[src/design/can_mcs_pkg.sv]
// constants, types and decode helpers for the CAN mode/control/status block
// assumes a 32-bit AXI4-Lite register port and one core clock
// What this block does
// - mode_request 1xx asks configuration, 011 listen, 010 loopback, 001 disable, 000 normal
// - mode_status reports mode in effect; 101..111 never shown
// - abort_all_tx set by software cancels pending transmissions in all buffers
// - legacy window field picks buffer: 101 rx1, 100 tx0, 011 tx1, 010 tx2, else rx0
// - in FIFO format control low nibble is read-only fifo_read_pointer
// - status shows prioritised source code; legacy uses status bits 3..1
// - codes: none 0, error 02, tx2 04, tx1 06, tx0 08, legacy rx1 0A, rx0 0C
// - wake 0E in every format; enhanced: rx 10/11 (both 10 in FIFO format), programmable 12..17, programmable receiver gives 10
// - codes line up so copying them into window select maps the source buffer
// - configuration request waits for idle bus; other requests apply at once
package can_mcs_pkg;
  localparam logic [7:0] OFS_CTRL     = 8'h00;
  localparam logic [7:0] OFS_STAT     = 8'h04;
  localparam logic [7:0] OFS_ECTRL    = 8'h08;
  localparam logic [7:0] OFS_IRQ_STAT = 8'h0C;
  localparam logic [7:0] OFS_IRQ_MASK = 8'h10;
  localparam logic [2:0] RST_MODE_REQ = 3'h4;
  localparam int CTRL_REQ_LSB   = 5;
  localparam int CTRL_ABORT_BIT = 4;
  localparam int CTRL_WIN_LSB   = 1;
  localparam int ECTRL_FMT_LSB  = 6;
  localparam int IRQ_W          = 13;
  localparam int IRQ_WAKE       = 6;
  localparam int IRQ_PROG0      = 7;
  localparam logic [1:0] RESP_OKAY   = 2'h0;
  localparam logic [1:0] RESP_SLVERR = 2'h2;
  typedef enum logic [2:0] {
    MODE_NORMAL = 3'h0, MODE_DISABLE = 3'h1, MODE_LOOPBACK = 3'h2,
    MODE_LISTEN = 3'h3, MODE_CONFIG = 3'h4
  } op_mode_t;
  typedef enum logic [1:0] {
    FMT_LEGACY = 2'h0, FMT_ENH_LEGACY = 2'h1, FMT_FIFO = 2'h2
  } buf_fmt_t;
  typedef enum logic [2:0] {
    BUF_RX0 = 3'h0, BUF_RX1 = 3'h1, BUF_TX0 = 3'h2, BUF_TX1 = 3'h3,
    BUF_TX2 = 3'h4
  } buf_id_t;
  // source order: err, tx2, tx1, tx0, rx1, rx0, wake, prog0..5
  localparam logic [4:0] IC_NONE = 5'h00;
  localparam logic [4:0] IC_ERR  = 5'h02;
  localparam logic [4:0] IC_TX2  = 5'h04;
  localparam logic [4:0] IC_TX1  = 5'h06;
  localparam logic [4:0] IC_TX0  = 5'h08;
  localparam logic [4:0] IC_LRX1 = 5'h0A;
  localparam logic [4:0] IC_LRX0 = 5'h0C;
  localparam logic [4:0] IC_WAKE = 5'h0E;
  localparam logic [4:0] IC_RX0  = 5'h10;
  localparam logic [4:0] IC_RX1  = 5'h11;
  localparam logic [4:0] IC_PROG = 5'h12;

  function automatic buf_id_t win_to_buf(input logic [2:0] win);
    unique case (win)
      3'h5:    win_to_buf = BUF_RX1;
      3'h4:    win_to_buf = BUF_TX0;
      3'h3:    win_to_buf = BUF_TX1;
      3'h2:    win_to_buf = BUF_TX2;
      default: win_to_buf = BUF_RX0;
    endcase
  endfunction
endpackage

[src/design/mode_link_if.sv]
// carries the mode request into the sequencer and the live mode back out
// assumes both ends sit on the same core clock
`timescale 1ns/1ps
`default_nettype none
interface mode_link_if;
  import can_mcs_pkg::*;
  logic [2:0] mode_req;
  logic       bus_idle;
  op_mode_t   mode_now;
  modport seq (input mode_req, input bus_idle, output mode_now);
  modport ctl (output mode_req, output bus_idle, input mode_now);
endinterface
`default_nettype wire

[src/design/mode_sequencer.sv]
// applies mode requests; configuration entry waits for an idle bus
// assumes bus_idle comes from protocol logic on the same clock
`timescale 1ns/1ps
`default_nettype none
module mode_sequencer
  import can_mcs_pkg::*;
(
  input wire logic sys_clk,
  input wire logic rst_b,
  input wire logic clk_en,
  mode_link_if.seq link
);
  typedef enum logic {SEQ_APPLIED = 1'b0, SEQ_WAIT_IDLE = 1'b1} seq_state_t;
  seq_state_t state_ff;
  op_mode_t   mode_ff;
  op_mode_t   req_plain;

  assign req_plain     = op_mode_t'({1'b0, link.mode_req[1:0]});
  assign link.mode_now = mode_ff;

  always_ff @(posedge sys_clk or negedge rst_b) begin
    if (!rst_b) begin
      mode_ff  <= MODE_CONFIG;
      state_ff <= SEQ_APPLIED;
    end else if (clk_en) begin
      unique case (state_ff)
        SEQ_APPLIED: begin
          if (link.mode_req[2] && mode_ff != MODE_CONFIG) begin
            if (link.bus_idle) begin
              mode_ff <= MODE_CONFIG;
            end else begin
              state_ff <= SEQ_WAIT_IDLE;
            end
          end else if (!link.mode_req[2]) begin
            mode_ff <= req_plain;
          end
        end
        SEQ_WAIT_IDLE: begin
          if (!link.mode_req[2]) begin
            mode_ff  <= req_plain;
            state_ff <= SEQ_APPLIED;
          end else if (link.bus_idle) begin
            mode_ff  <= MODE_CONFIG;
            state_ff <= SEQ_APPLIED;
          end
        end
      endcase
    end
  end
endmodule
`default_nettype wire

[src/design/irq_code_encoder.sv]
// priority encoder from pending sources to the interrupt source code
// assumes pending is already masked; lower index wins
`timescale 1ns/1ps
`default_nettype none
module irq_code_encoder
  import can_mcs_pkg::*;
(
  input  wire logic [IRQ_W-1:0] pending,
  input  wire logic [1:0]       fmt,
  input  wire logic [5:0]       prog_is_rx,
  output logic      [4:0]       code
);
  function automatic logic [4:0] src_code(input int idx,
                                          input logic [1:0] f,
                                          input logic [5:0] is_rx);
    logic leg;
    leg = (f == FMT_LEGACY);
    case (idx)
      0: src_code = IC_ERR;
      1: src_code = IC_TX2;
      2: src_code = IC_TX1;
      3: src_code = IC_TX0;
      4: src_code = leg ? IC_LRX1 :
                    (f == FMT_FIFO ? IC_RX0 : IC_RX1);
      5: src_code = leg ? IC_LRX0 : IC_RX0;
      6: src_code = IC_WAKE;
      default: src_code = is_rx[idx-IRQ_PROG0] ? IC_RX0 :
                          IC_PROG + 5'(idx - IRQ_PROG0);
    endcase
  endfunction

  always_comb begin
    code = IC_NONE;
    for (int i = IRQ_W - 1; i >= 0; i--) begin
      if (pending[i]) begin
        code = src_code(i, fmt, prog_is_rx);
      end
    end
  end
endmodule
`default_nettype wire

[src/design/can_mode_control_status.sv]
// top of the CAN mode/control/status front end with its AXI4-Lite slave
// assumes engine inputs (events, bus_idle, pointers) share sys_clk
//
// Our own choices: the register addresses and the AXI4-Lite register port.
`timescale 1ns/1ps
`default_nettype none
module can_mode_control_status
  import can_mcs_pkg::*;
(
  input  wire logic        sys_clk,
  input  wire logic        rst_b,
  input  wire logic        clk_en,
  input  wire logic [7:0]  awaddr,
  input  wire logic        awvalid,
  output logic             awready,
  input  wire logic [31:0] wdata,
  input  wire logic [3:0]  wstrb,
  input  wire logic        wvalid,
  output logic             wready,
  output logic [1:0]       bresp,
  output logic             bvalid,
  input  wire logic        bready,
  input  wire logic [7:0]  araddr,
  input  wire logic        arvalid,
  output logic             arready,
  output logic [31:0]      rdata,
  output logic [1:0]       rresp,
  output logic             rvalid,
  input  wire logic        rready,
  input  wire logic        bus_idle,
  input  wire logic [2:0]  tx_pending,
  input  wire logic        evt_err,
  input  wire logic [2:0]  evt_tx,
  input  wire logic [1:0]  evt_rx,
  input  wire logic        evt_wake,
  input  wire logic [5:0]  evt_prog,
  input  wire logic [5:0]  prog_is_rx,
  input  wire logic [3:0]  fifo_read_pointer,
  output logic [2:0]       mode_status,
  output logic             abort_all_tx,
  output logic [2:0]       buffer_window_select,
  output logic [2:0]       window_buffer,
  output logic [4:0]       enhanced_window_select,
  output logic [1:0]       buffer_format,
  output logic             irq
);
  function automatic logic hit(input logic [7:0] a, input logic [7:0] ofs);
    hit = (a[7:2] == ofs[7:2]);
  endfunction

  function automatic logic mapped(input logic [7:0] a);
    mapped = hit(a, OFS_CTRL) | hit(a, OFS_STAT) | hit(a, OFS_ECTRL) |
             hit(a, OFS_IRQ_STAT) | hit(a, OFS_IRQ_MASK);
  endfunction

  function automatic logic [IRQ_W-1:0] lanes(input logic [3:0] s);
    lanes = {{(IRQ_W-8){s[1]}}, {8{s[0]}}};
  endfunction

  logic             awready_ff, wready_ff, bvalid_ff, arready_ff, rvalid_ff;
  logic [1:0]       bresp_ff, rresp_ff;
  logic [31:0]      rdata_ff, wdata_ff;
  logic [7:0]       awaddr_ff;
  logic [3:0]       wstrb_ff;
  logic             aw_held_ff, w_held_ff;
  logic [2:0]       mode_req_ff, win_ff;
  buf_id_t          window_buffer_ff;
  logic             abort_ff;
  buf_fmt_t         fmt_ff;
  logic [4:0]       enh_win_ff;
  logic [IRQ_W-1:0] irq_stat_ff, irq_mask_ff;
  logic             irq_ff;
  logic             aw_hs, w_hs, ar_hs, wr_fire;
  logic             nxt_aw_held, nxt_w_held, nxt_bvalid, nxt_rvalid;
  logic             wr_ctrl, wr_ectrl, wr_istat, wr_imask;
  logic [IRQ_W-1:0] evt_vec, pending;
  logic [4:0]       code;
  logic [31:0]      rd_word;
  op_mode_t         mode_now;

  mode_link_if link ();
  assign link.mode_req = mode_req_ff;
  assign link.bus_idle = bus_idle;
  assign mode_now      = link.mode_now;

  mode_sequencer u_seq (
    .sys_clk (sys_clk),
    .rst_b   (rst_b),
    .clk_en  (clk_en),
    .link    (link)
  );

  assign pending = irq_stat_ff & irq_mask_ff;

  irq_code_encoder u_enc (
    .pending    (pending),
    .fmt        (fmt_ff),
    .prog_is_rx (prog_is_rx),
    .code       (code)
  );

  // write channel: address and data taken in either order
  assign aw_hs       = awvalid & awready_ff;
  assign w_hs        = wvalid & wready_ff;
  assign wr_fire     = aw_held_ff & w_held_ff & ~bvalid_ff;
  assign nxt_aw_held = ~wr_fire & (aw_held_ff | aw_hs);
  assign nxt_w_held  = ~wr_fire & (w_held_ff | w_hs);
  assign nxt_bvalid  = wr_fire | (bvalid_ff & ~bready);

  always_ff @(posedge sys_clk or negedge rst_b) begin
    if (!rst_b) begin
      aw_held_ff <= 1'b0;
      w_held_ff  <= 1'b0;
      awready_ff <= 1'b0;
      wready_ff  <= 1'b0;
      bvalid_ff  <= 1'b0;
      bresp_ff   <= RESP_OKAY;
      awaddr_ff  <= 8'h00;
      wdata_ff   <= 32'h0000_0000;
      wstrb_ff   <= 4'h0;
    end else if (clk_en) begin
      aw_held_ff <= nxt_aw_held;
      w_held_ff  <= nxt_w_held;
      bvalid_ff  <= nxt_bvalid;
      awready_ff <= ~nxt_aw_held & ~nxt_bvalid;
      wready_ff  <= ~nxt_w_held & ~nxt_bvalid;
      if (aw_hs) begin
        awaddr_ff <= awaddr;
      end
      if (w_hs) begin
        wdata_ff <= wdata;
        wstrb_ff <= wstrb;
      end
      if (wr_fire) begin
        bresp_ff <= mapped(awaddr_ff) ? RESP_OKAY : RESP_SLVERR;
      end
    end
  end

  assign wr_ctrl  = wr_fire & hit(awaddr_ff, OFS_CTRL) & wstrb_ff[0];
  assign wr_ectrl = wr_fire & hit(awaddr_ff, OFS_ECTRL) & wstrb_ff[0];
  assign wr_istat = wr_fire & hit(awaddr_ff, OFS_IRQ_STAT);
  assign wr_imask = wr_fire & hit(awaddr_ff, OFS_IRQ_MASK);

  // control register: mode request and legacy window
  always_ff @(posedge sys_clk or negedge rst_b) begin
    if (!rst_b) begin
      mode_req_ff      <= RST_MODE_REQ;
      win_ff           <= 3'h0;
      window_buffer_ff <= BUF_RX0;
    end else if (clk_en) begin
      if (wr_ctrl) begin
        mode_req_ff <= wdata_ff[CTRL_REQ_LSB +: 3];
      end
      if (fmt_ff != FMT_LEGACY) begin
        win_ff           <= 3'h0;
        window_buffer_ff <= BUF_RX0;
      end else if (wr_ctrl) begin
        win_ff           <= wdata_ff[CTRL_WIN_LSB +: 3];
        window_buffer_ff <= win_to_buf(wdata_ff[CTRL_WIN_LSB +: 3]);
      end
    end
  end

  // abort request: software sets, cleared once nothing is pending
  always_ff @(posedge sys_clk or negedge rst_b) begin
    if (!rst_b) begin
      abort_ff <= 1'b0;
    end else if (clk_en) begin
      if (wr_ctrl && wdata_ff[CTRL_ABORT_BIT]) begin
        abort_ff <= 1'b1;
      end else if (tx_pending == 3'h0) begin
        abort_ff <= 1'b0;
      end
    end
  end

  // buffer format and enhanced window
  always_ff @(posedge sys_clk or negedge rst_b) begin
    if (!rst_b) begin
      fmt_ff     <= FMT_LEGACY;
      enh_win_ff <= 5'h00;
    end else if (clk_en) begin
      if (wr_ectrl && mode_now == MODE_CONFIG &&
          wdata_ff[ECTRL_FMT_LSB +: 2] != 2'h3) begin
        fmt_ff <= buf_fmt_t'(wdata_ff[ECTRL_FMT_LSB +: 2]);
      end
      if (fmt_ff == FMT_LEGACY) begin
        enh_win_ff <= 5'h00;
      end else if (wr_ectrl) begin
        enh_win_ff <= wdata_ff[4:0];
      end
    end
  end

  // sticky event flags, write one to clear, set wins over clear
  assign evt_vec = {evt_prog & {6{fmt_ff != FMT_LEGACY}}, evt_wake,
                    evt_rx[0], evt_rx[1], evt_tx[0], evt_tx[1], evt_tx[2],
                    evt_err};

  always_ff @(posedge sys_clk or negedge rst_b) begin
    if (!rst_b) begin
      irq_stat_ff <= '0;
      irq_mask_ff <= '0;
      irq_ff      <= 1'b0;
    end else if (clk_en) begin
      irq_stat_ff <= (irq_stat_ff &
                      ~(wr_istat ? wdata_ff[IRQ_W-1:0] & lanes(wstrb_ff)
                                 : '0)) | evt_vec;
      if (wr_imask) begin
        irq_mask_ff <= (irq_mask_ff & ~lanes(wstrb_ff)) |
                       (wdata_ff[IRQ_W-1:0] & lanes(wstrb_ff));
      end
      irq_ff <= |pending;
    end
  end

  // read channel: answer one cycle after the address is taken
  assign ar_hs      = arvalid & arready_ff;
  assign nxt_rvalid = ar_hs | (rvalid_ff & ~rready);

  always_comb begin
    rd_word = 32'h0000_0000;
    if (hit(araddr, OFS_CTRL)) begin
      rd_word[7:4] = {mode_req_ff, abort_ff};
      unique case (fmt_ff)
        FMT_LEGACY: rd_word[3:0] = {win_ff, 1'b0};
        FMT_FIFO:   rd_word[3:0] = fifo_read_pointer;
        default:    rd_word[3:0] = 4'h0;
      endcase
    end else if (hit(araddr, OFS_STAT)) begin
      rd_word[7:5] = mode_now;
      rd_word[4:0] = (fmt_ff == FMT_LEGACY) ? {1'b0, code[3:1], 1'b0}
                                            : code;
    end else if (hit(araddr, OFS_ECTRL)) begin
      rd_word[7:0] = {fmt_ff, 1'b0, enh_win_ff};
    end else if (hit(araddr, OFS_IRQ_STAT)) begin
      rd_word[IRQ_W-1:0] = irq_stat_ff;
    end else if (hit(araddr, OFS_IRQ_MASK)) begin
      rd_word[IRQ_W-1:0] = irq_mask_ff;
    end
  end

  always_ff @(posedge sys_clk or negedge rst_b) begin
    if (!rst_b) begin
      rvalid_ff  <= 1'b0;
      arready_ff <= 1'b0;
      rdata_ff   <= 32'h0000_0000;
      rresp_ff   <= RESP_OKAY;
    end else if (clk_en) begin
      rvalid_ff  <= nxt_rvalid;
      arready_ff <= ~nxt_rvalid;
      if (ar_hs) begin
        rdata_ff <= rd_word;
        rresp_ff <= mapped(araddr) ? RESP_OKAY : RESP_SLVERR;
      end
    end
  end

  assign awready                = awready_ff;
  assign wready                 = wready_ff;
  assign bvalid                 = bvalid_ff;
  assign bresp                  = bresp_ff;
  assign arready                = arready_ff;
  assign rvalid                 = rvalid_ff;
  assign rdata                  = rdata_ff;
  assign rresp                  = rresp_ff;
  assign mode_status            = mode_now;
  assign abort_all_tx           = abort_ff;
  assign buffer_window_select   = win_ff;
  assign window_buffer          = window_buffer_ff;
  assign enhanced_window_select = enh_win_ff;
  assign buffer_format          = fmt_ff;
  assign irq                    = irq_ff;
endmodule
`default_nettype wire

[config.mk]
export PLATFORM = sky130hd
export DESIGN_NAME = can_mode_control_status
export DESIGN_NICKNAME = d
export VERILOG_FILES = /design/src/design/can_mcs_pkg.sv /design/src/design/mode_link_if.sv /design/src/design/mode_sequencer.sv /design/src/design/irq_code_encoder.sv /design/src/design/can_mode_control_status.sv
export SDC_FILE = /design/constraint.sdc
export NUM_CORES = 1
export LEC_CHECK = 0
export ABC_AREA = 1
export BUFFER_PORTS_ARGS = -buffer_cell sky130_fd_sc_hd__clkbuf_2
export CAP_MARGIN = 20
export CORE_MARGIN = 1.5
export CORE_UTILIZATION = 50
export CTS_CLUSTER_SIZE = 28
export DETAILED_ROUTE_END_ITERATION = 10
export PLACE_DENSITY = 0.78
export SLEW_MARGIN = 10
export SYNTH_ARGS = -nofsm -noshare
export SYNTH_HDL_FRONTEND = slang
export SYNTH_HIERARCHICAL = 1
export SYNTH_SLANG_ARGS = --single-unit
[constraint.sdc]
create_clock -name sys_clk -period 1.9 [get_ports sys_clk]
set_clock_uncertainty 0.15 [all_clocks]
set_input_delay 0.19 -clock sys_clk [delete_from_list [all_inputs] [get_ports sys_clk]]
set_output_delay 0.19 -clock sys_clk [all_outputs]
set_load 0.02 [all_outputs]
## Word level (Yosys, flattened, before mapping)

Cells that the tools add are included.

| storage, ports and cells | value |
|---|---|
| word-level logic and storage cells | 165 |
| bits in registers | 95 |
| bits of input ports | 87 |
| output and inout bits | 59 |

| cells by class | value |
|---|---|
| reductions and logical operators | 24 |
| equality and inequality tests | 17 |
| bitwise logic cells | 47 |
| multiplexer cells | 53 |

Operators by type and width:

| kind | count |
|---|---|
| two-way mux 5 bit | 21 |
| bitwise AND 13 bit | 4 |
| two-way mux 13 bit | 3 |
| two-way mux 3 bit | 12 |
| inverter 13 bit | 2 |
| OR 13 bit | 2 |
| == test 6 x 2 -> 1 bit (second input constant) | 4 |
| two-way mux 8 bit | 3 |
| AND reduction 2 bit | 11 |
| bitwise AND 1 bit | 17 |
| OR reduction 13 bit | 1 |
| == test 6 x 1 -> 1 bit (second input constant) | 2 |
| == test 6 x 3 -> 1 bit (second input constant) | 2 |
| logical NOT 6 bit | 2 |
| OR 1 bit | 12 |
| case mux 3 bit (4 select lines) | 1 |
| == test 3 bit (second input constant) | 3 |
| inverter 1 bit | 9 |
| two-way mux 2 bit | 4 |
| case mux 4 bit (2 select lines) | 1 |
| nonzero test 2 bit | 4 |
| bitwise AND 6 bit | 1 |
| == test 3 x 2 -> 1 bit (second input constant) | 2 |
| two-way mux 1 bit | 6 |
| other kinds (9) | 12 |

## Longest topological paths before layout

| depth | value |
|---|---|
| depth after elaboration | 17 |
| mapped depth | 15 |
| depth with buffers taken out | 15 |

## Modules after synthesis

The synthesis kept the hierarchy.

Modules (own cells, without submodules):

| module | seq. area each (um2) | cells each | times used | area each (um2) |
|---|---|---|---|---|
| can_mode_control_status | 2178.3 | 557 | 1 | 4434.3 |
| irq_code_encoder | 0.0 | 58 | 1 | 277.8 |
| mode_sequencer | 101.3 | 30 | 1 | 212.7 |

## Worst setup path before layout

OpenSTA, ideal clock, no wires.

| timing | value |
|---|---|
| kind | flip-flop to flip-flop |
| start | register fmt_ff[0], in the netlist buffer_format[0] |
| end | register rdata_ff[3], in the netlist rdata[3] |
| library setup time | 0.117 ns |
| buffers on the path | 0 |
| data required time | 1.633 ns |
| arrival time | 1.411 ns |
| slack | 0.223 ns |
| period minus slack after synthesis | 1.677 ns |
| cell stages (with the launch flop) | 11 |
| cells stage by stage | dfrtp_1 > nor2_1 > nand2_1 > nand2_1 > inv_1 > o21ai_0 > o211a_1 > o211ai_1 > nand4_1 > nand2_1 > nand2_1 |

| between the ends | value |
|---|---|
| word-level cells in the longest chain between the ends | 11 |
| elaborated cells between the ends (all ways) | 14 |
| those cells by class | eq/ne: 1; mux: 12; reduce/logical: 1 |

Ends and longest elaborated chain:

| element | line | source |
|---|---|---|
| from (decl) | can_mode_control_status.sv:69 | `buf_fmt_t fmt_ff;` |
| from (signal assigned) | can_mode_control_status.sv:186 | `fmt_ff <= buf_fmt_t'(wdata_ff[ECTRL_FMT_LSB +: 2]);` |
| logical NOT 2 bit (*) | -- |  |
| two-way mux 5 bit | irq_code_encoder.sv:25 | `5: src_code = leg ? IC_LRX0 : IC_RX0;` |
| two-way mux 5 bit | irq_code_encoder.sv:35 | `if (pending[i]) begin` |
| two-way mux 5 bit (*) (5 in a row) | irq_code_encoder.sv:35 |  |
| named net code[3] | can_mode_control_status.sv:77 | `logic [4:0] code;` |
| two-way mux 5 bit (*) | can_mode_control_status.sv:233 | `rd_word[4:0] = (fmt_ff == FMT_LEGACY) ? {1'b0, code[3:1], 1'b0}` |
| two-way mux 8 bit (*) | can_mode_control_status.sv:231 | `end else if (hit(araddr, OFS_STAT)) begin` |
| two-way mux 8 bit (*) | can_mode_control_status.sv:224 | `if (hit(araddr, OFS_CTRL)) begin` |
| to (signal assigned) | can_mode_control_status.sv:254 | `rdata_ff <= rd_word;` |
| to (decl) | can_mode_control_status.sv:62 | `logic [31:0] rdata_ff, wdata_ff;` |

The timed path passes the listed nets; every way through them passes the cells marked *.
A chain may end at the register's enable or synchronous reset.

==> impl_metrics.csv <==
group,metric,value,unit
run_status,outcome,"completed",
pwr,power_switching,2210,µW
final_layout,n_antenna_cell,0,
pwr,power.leakage,0.00338,µW
sta,max_freq,0.554,GHz
clock_network,cts.clk_slew.worst_paths,0.10,ns
synthesis,synth.most_common_cell,"nand2_1",
sta,worstMarginPinSlew,0.667,ns
final_layout,fillCellCount,824,
synthesis,synth.area.top_cells,"dfrtp_1 45%, nand2_1 17%, inv_1 5.7%",
setup_path,cp_common_cell,"nand2_1",
sta,hold_viol_final,0,
setup_path,cp_slowest_stage_delay,0.41,ns
min_path,holdPathStages,4,
place,hpwl,10200,µm
synthesis,syn_inst,645,
synthesis,synth_commonest_cells,"218 x nand2_1, 89 x dfrtp_1, 75 x inv_1",
setup_path,cp_top_family,"simple AND/OR/NAND/NOR gates",
pwr,switching_share,36.7,%
setup_path,setup.worst_path.start_class,"register",
sta,rsz0062_at_grt,"yes",
setup_path,rr_endpoint,"rdata[1]$_DFFE_PN0P_",
place,gp_congestion,0.922,
pwr,irDropWorstVdd,0.535,mV
place,placedInstanceArea,5640,µm²
global_routing,grt_max_degree,42,
die,core_area,9680,µm²
synthesis,ys_dominant_reg_cell,"dfrtp_1",
synthesis,async_flop_share,100,%
setup_path,crit_buf_inv,1,
pwr,pwr-share-seq,45.1,%
global_routing,grt_pass1_vias,4511,
pwr,pwr-share-comb,30.1,%
global_routing,globalRouteOverflowTotal,0,
final_layout,syn2layout_area_growth,28.9,%
global_routing,grt_pass1_wl,21600,µm
synthesis,synth_cell_types,39,
detailed_routing,vias_per_cell,5.14,
setup_path,cp.depth,11,
setup_path,crit_arrival,1.92,ns
place,dp_worst_setup_slack,0.0519,ns
final_layout,drive_gt1_share,25.0,%
final_layout,nets,898,
sta,setup_viol,0,
clock_network,clock_path_buffers,2,
sta,finalWorstSetupSlack,0.0934,ns
setup_path,path_class,"register to register",
place,placement.io_buffers,99,
sta,slew_headroom,55.4,%
die,die_area,10500,µm²
synthesis,netlist.area_leader.share,45.2,%
final_layout,postLayoutCoreUtil,65.6,%
detailed_routing,first_pass_iters,4,
setup_path,crit_chain,"nand2_2, inv_2, or2_4, o21ai_1, nand2_1, nand3_1, nand2_1, o211ai_1, nand4_1, nand2_1, nand2_1",
pwr,power_frac_clock,24.8,%
synthesis,seq_area_frac_synth,46.3,%
clock_network,h-tree-depth,3,
sta,fin_crit,1.81,ns
synthesis,synth.largest_area_cell,"dfrtp_1",
sta,maxSlewViolCount,0,
job,maxCapViolCount,0,
pwr,power_density,949,nW/µm²
detailed_routing,drc,0,
setup_path,required,2.01,ns
setup_path,cp-end-kind,"register",
global_routing,antenna_found_initial,0,
clock_network,cts_num_sinks,91,
setup_path,critPathSlowestCell,"dfrtp_1",
pwr,p_int,3810,µW
clock_network,cts_buffers,9,
sta,holdWs,0.0337,ns
die,ios,146,
die,rows,36,
detailed_routing,vias,4880,
synthesis,synth_edf_count,0,
die,die_height,102,µm
clock_network,cts_root_buf,"clkbuf_8",
min_path,worstHoldEndpoint,"bvalid$_DFFE_PN0P_",
global_routing,gr-usage-all-layers,27.2,%
detailed_routing,postRouteAntennaNets,0,
final_layout,design_area,6350,µm²
die,die_x,102,µm
setup_path,ff2ff_setup_slack,0.09,ns
sta,timing.final.crit_share,95.1,%
detailed_routing,routed_wl,13700,µm
min_path,worstHoldStart,"bready",
synthesis,netlist_area,4920,µm²
detailed_routing,wl_per_cell,14.5,µm
synthesis,synth-seq-cells,91,
synthesis,syn_avg_cell_area,7.64,µm²
clock_network,tritoncts,"built",
min_path,min_path_type,"input pin to register",
detailed_routing,drtIter0Drc,372,
die,initial_utilization,50.9,%
setup_path,cp_max_fo,3,
clock_network,clock_latency,0.35,ns
synthesis,yosysWarningCount,6,
setup_path,ff2ff_path_depth,11,
[metrics by stage]
step	power [µW]	cells	TNS [ns]
floorplan	3810	665	0
global placement	4330	888	0
detailed placement	4410	888	0
CTS	5960	944	0
global route	6370	949	-0.108
finish	6020	949	0
[what timing repair did]
action                                  in CTS  in global routing
setup buffers                                0                  5
hold endpoints to repair                    76                  0
resized for setup                            0                 23
endpoints found under the setup margin       0                  5
hold buffers                                40                  0
[worst max-delay path by stage]
| stage | from | slack (ns) | endpoint |
|---|---|---|---|
| 6_report | register | 0.09 | rdata[1]$_DFFE_PN0P_ |
| 5_1_grt | register | -0.06 | rdata[2]$_DFFE_PN0P_ |
| 4_1_cts | irq_stat_ff[7]$_DFFE_PN0P_ | 0.05 | rdata[1]$_DFFE_PN0P_ |
| 3_5_place_dp | register | 0.05 | rdata[1]$_DFFE_PN0P_ |
| 3_3_place_gp | irq_stat_ff[7]$_DFFE_PN0P_ | 0.06 | rdata[1]$_DFFE_PN0P_ |
| 2_1_floorplan | buffer_format[0]$_DFFE_PN0P_ | 0.22 | rdata[3]$_DFFE_PN0P_ |
[cells in the final DEF, fill, tap and decap left out, types with 4 or more instances in the layout]
cell / instances
nand2_2: 6
buf_4: 29
clkbuf_8: 11
nand2_1: 213
a21oi_1: 11
inv_2: 14
nor2_2: 9
o21ai_2: 9
dfrtp_1: 89
o21ai_0: 45
nand4_1: 30
nor2_1: 38
inv_1: 68
nand3_2: 6
nand3_1: 19
conb_1: 21
o211ai_1: 11
clkbuf_2: 98
o21ai_1: 6
nor3_2: 4
dlygate4sd3_1: 40
[area by class of cell]
class                      count  area [µm²]  area share (%)
inverter                      82         308            4.85
clock buffer                  12         155            2.44
multi-input combinational    458        2220            34.9
sequential                    91        2280            35.9
timing repair buffer         169        1150            18.1
clock inverter                 4        72.6            1.14
tap                          133         166            2.62
[worst register-to-register path, stage by stage, from the launching register on]
cell      delay [ns]
dfrtp_1         0.41
nand2_2         0.10
inv_2           0.04
or2_4           0.25
o21ai_1         0.14
nand2_1         0.07
nand3_1         0.07
nand2_1         0.05
o211ai_1        0.19
nand4_1         0.12
nand2_1         0.08
nand2_1         0.04
[routing by layer]
metal	vias up	global-route usage, %	routed length (µm)
met4	0	11.1	308
li1	2373	-	-
met3	31	4.72	823
met5	-	0	0
met1	2277	37.3	6030
met2	199	43.1	6570
[logic make-up (layout without fill, tap and decap cells)]
group                  count (synthesis)  count (layout)  share of synthesized area [%]
buffers and inverters                116             267                           11.0
AO/OA/AOI/OAI                         99              99                           12.1
flip-flops                            91              91                           46.3
other                                  1              21                         0.0761
AND/OR/NAND/NOR                      338             338                           30.5
[power by group through the flow]
stage,logic [µW],registers (µW),clock network [µW]
after detailed placement,1680,2730,0
after CTS,1760,2700,1510
after global routing,2020,2760,1590
final,1810,2710,1500
after floorplan,1040,2770,0
after global placement,1630,2700,0
(Power assumes the default switching activity.)
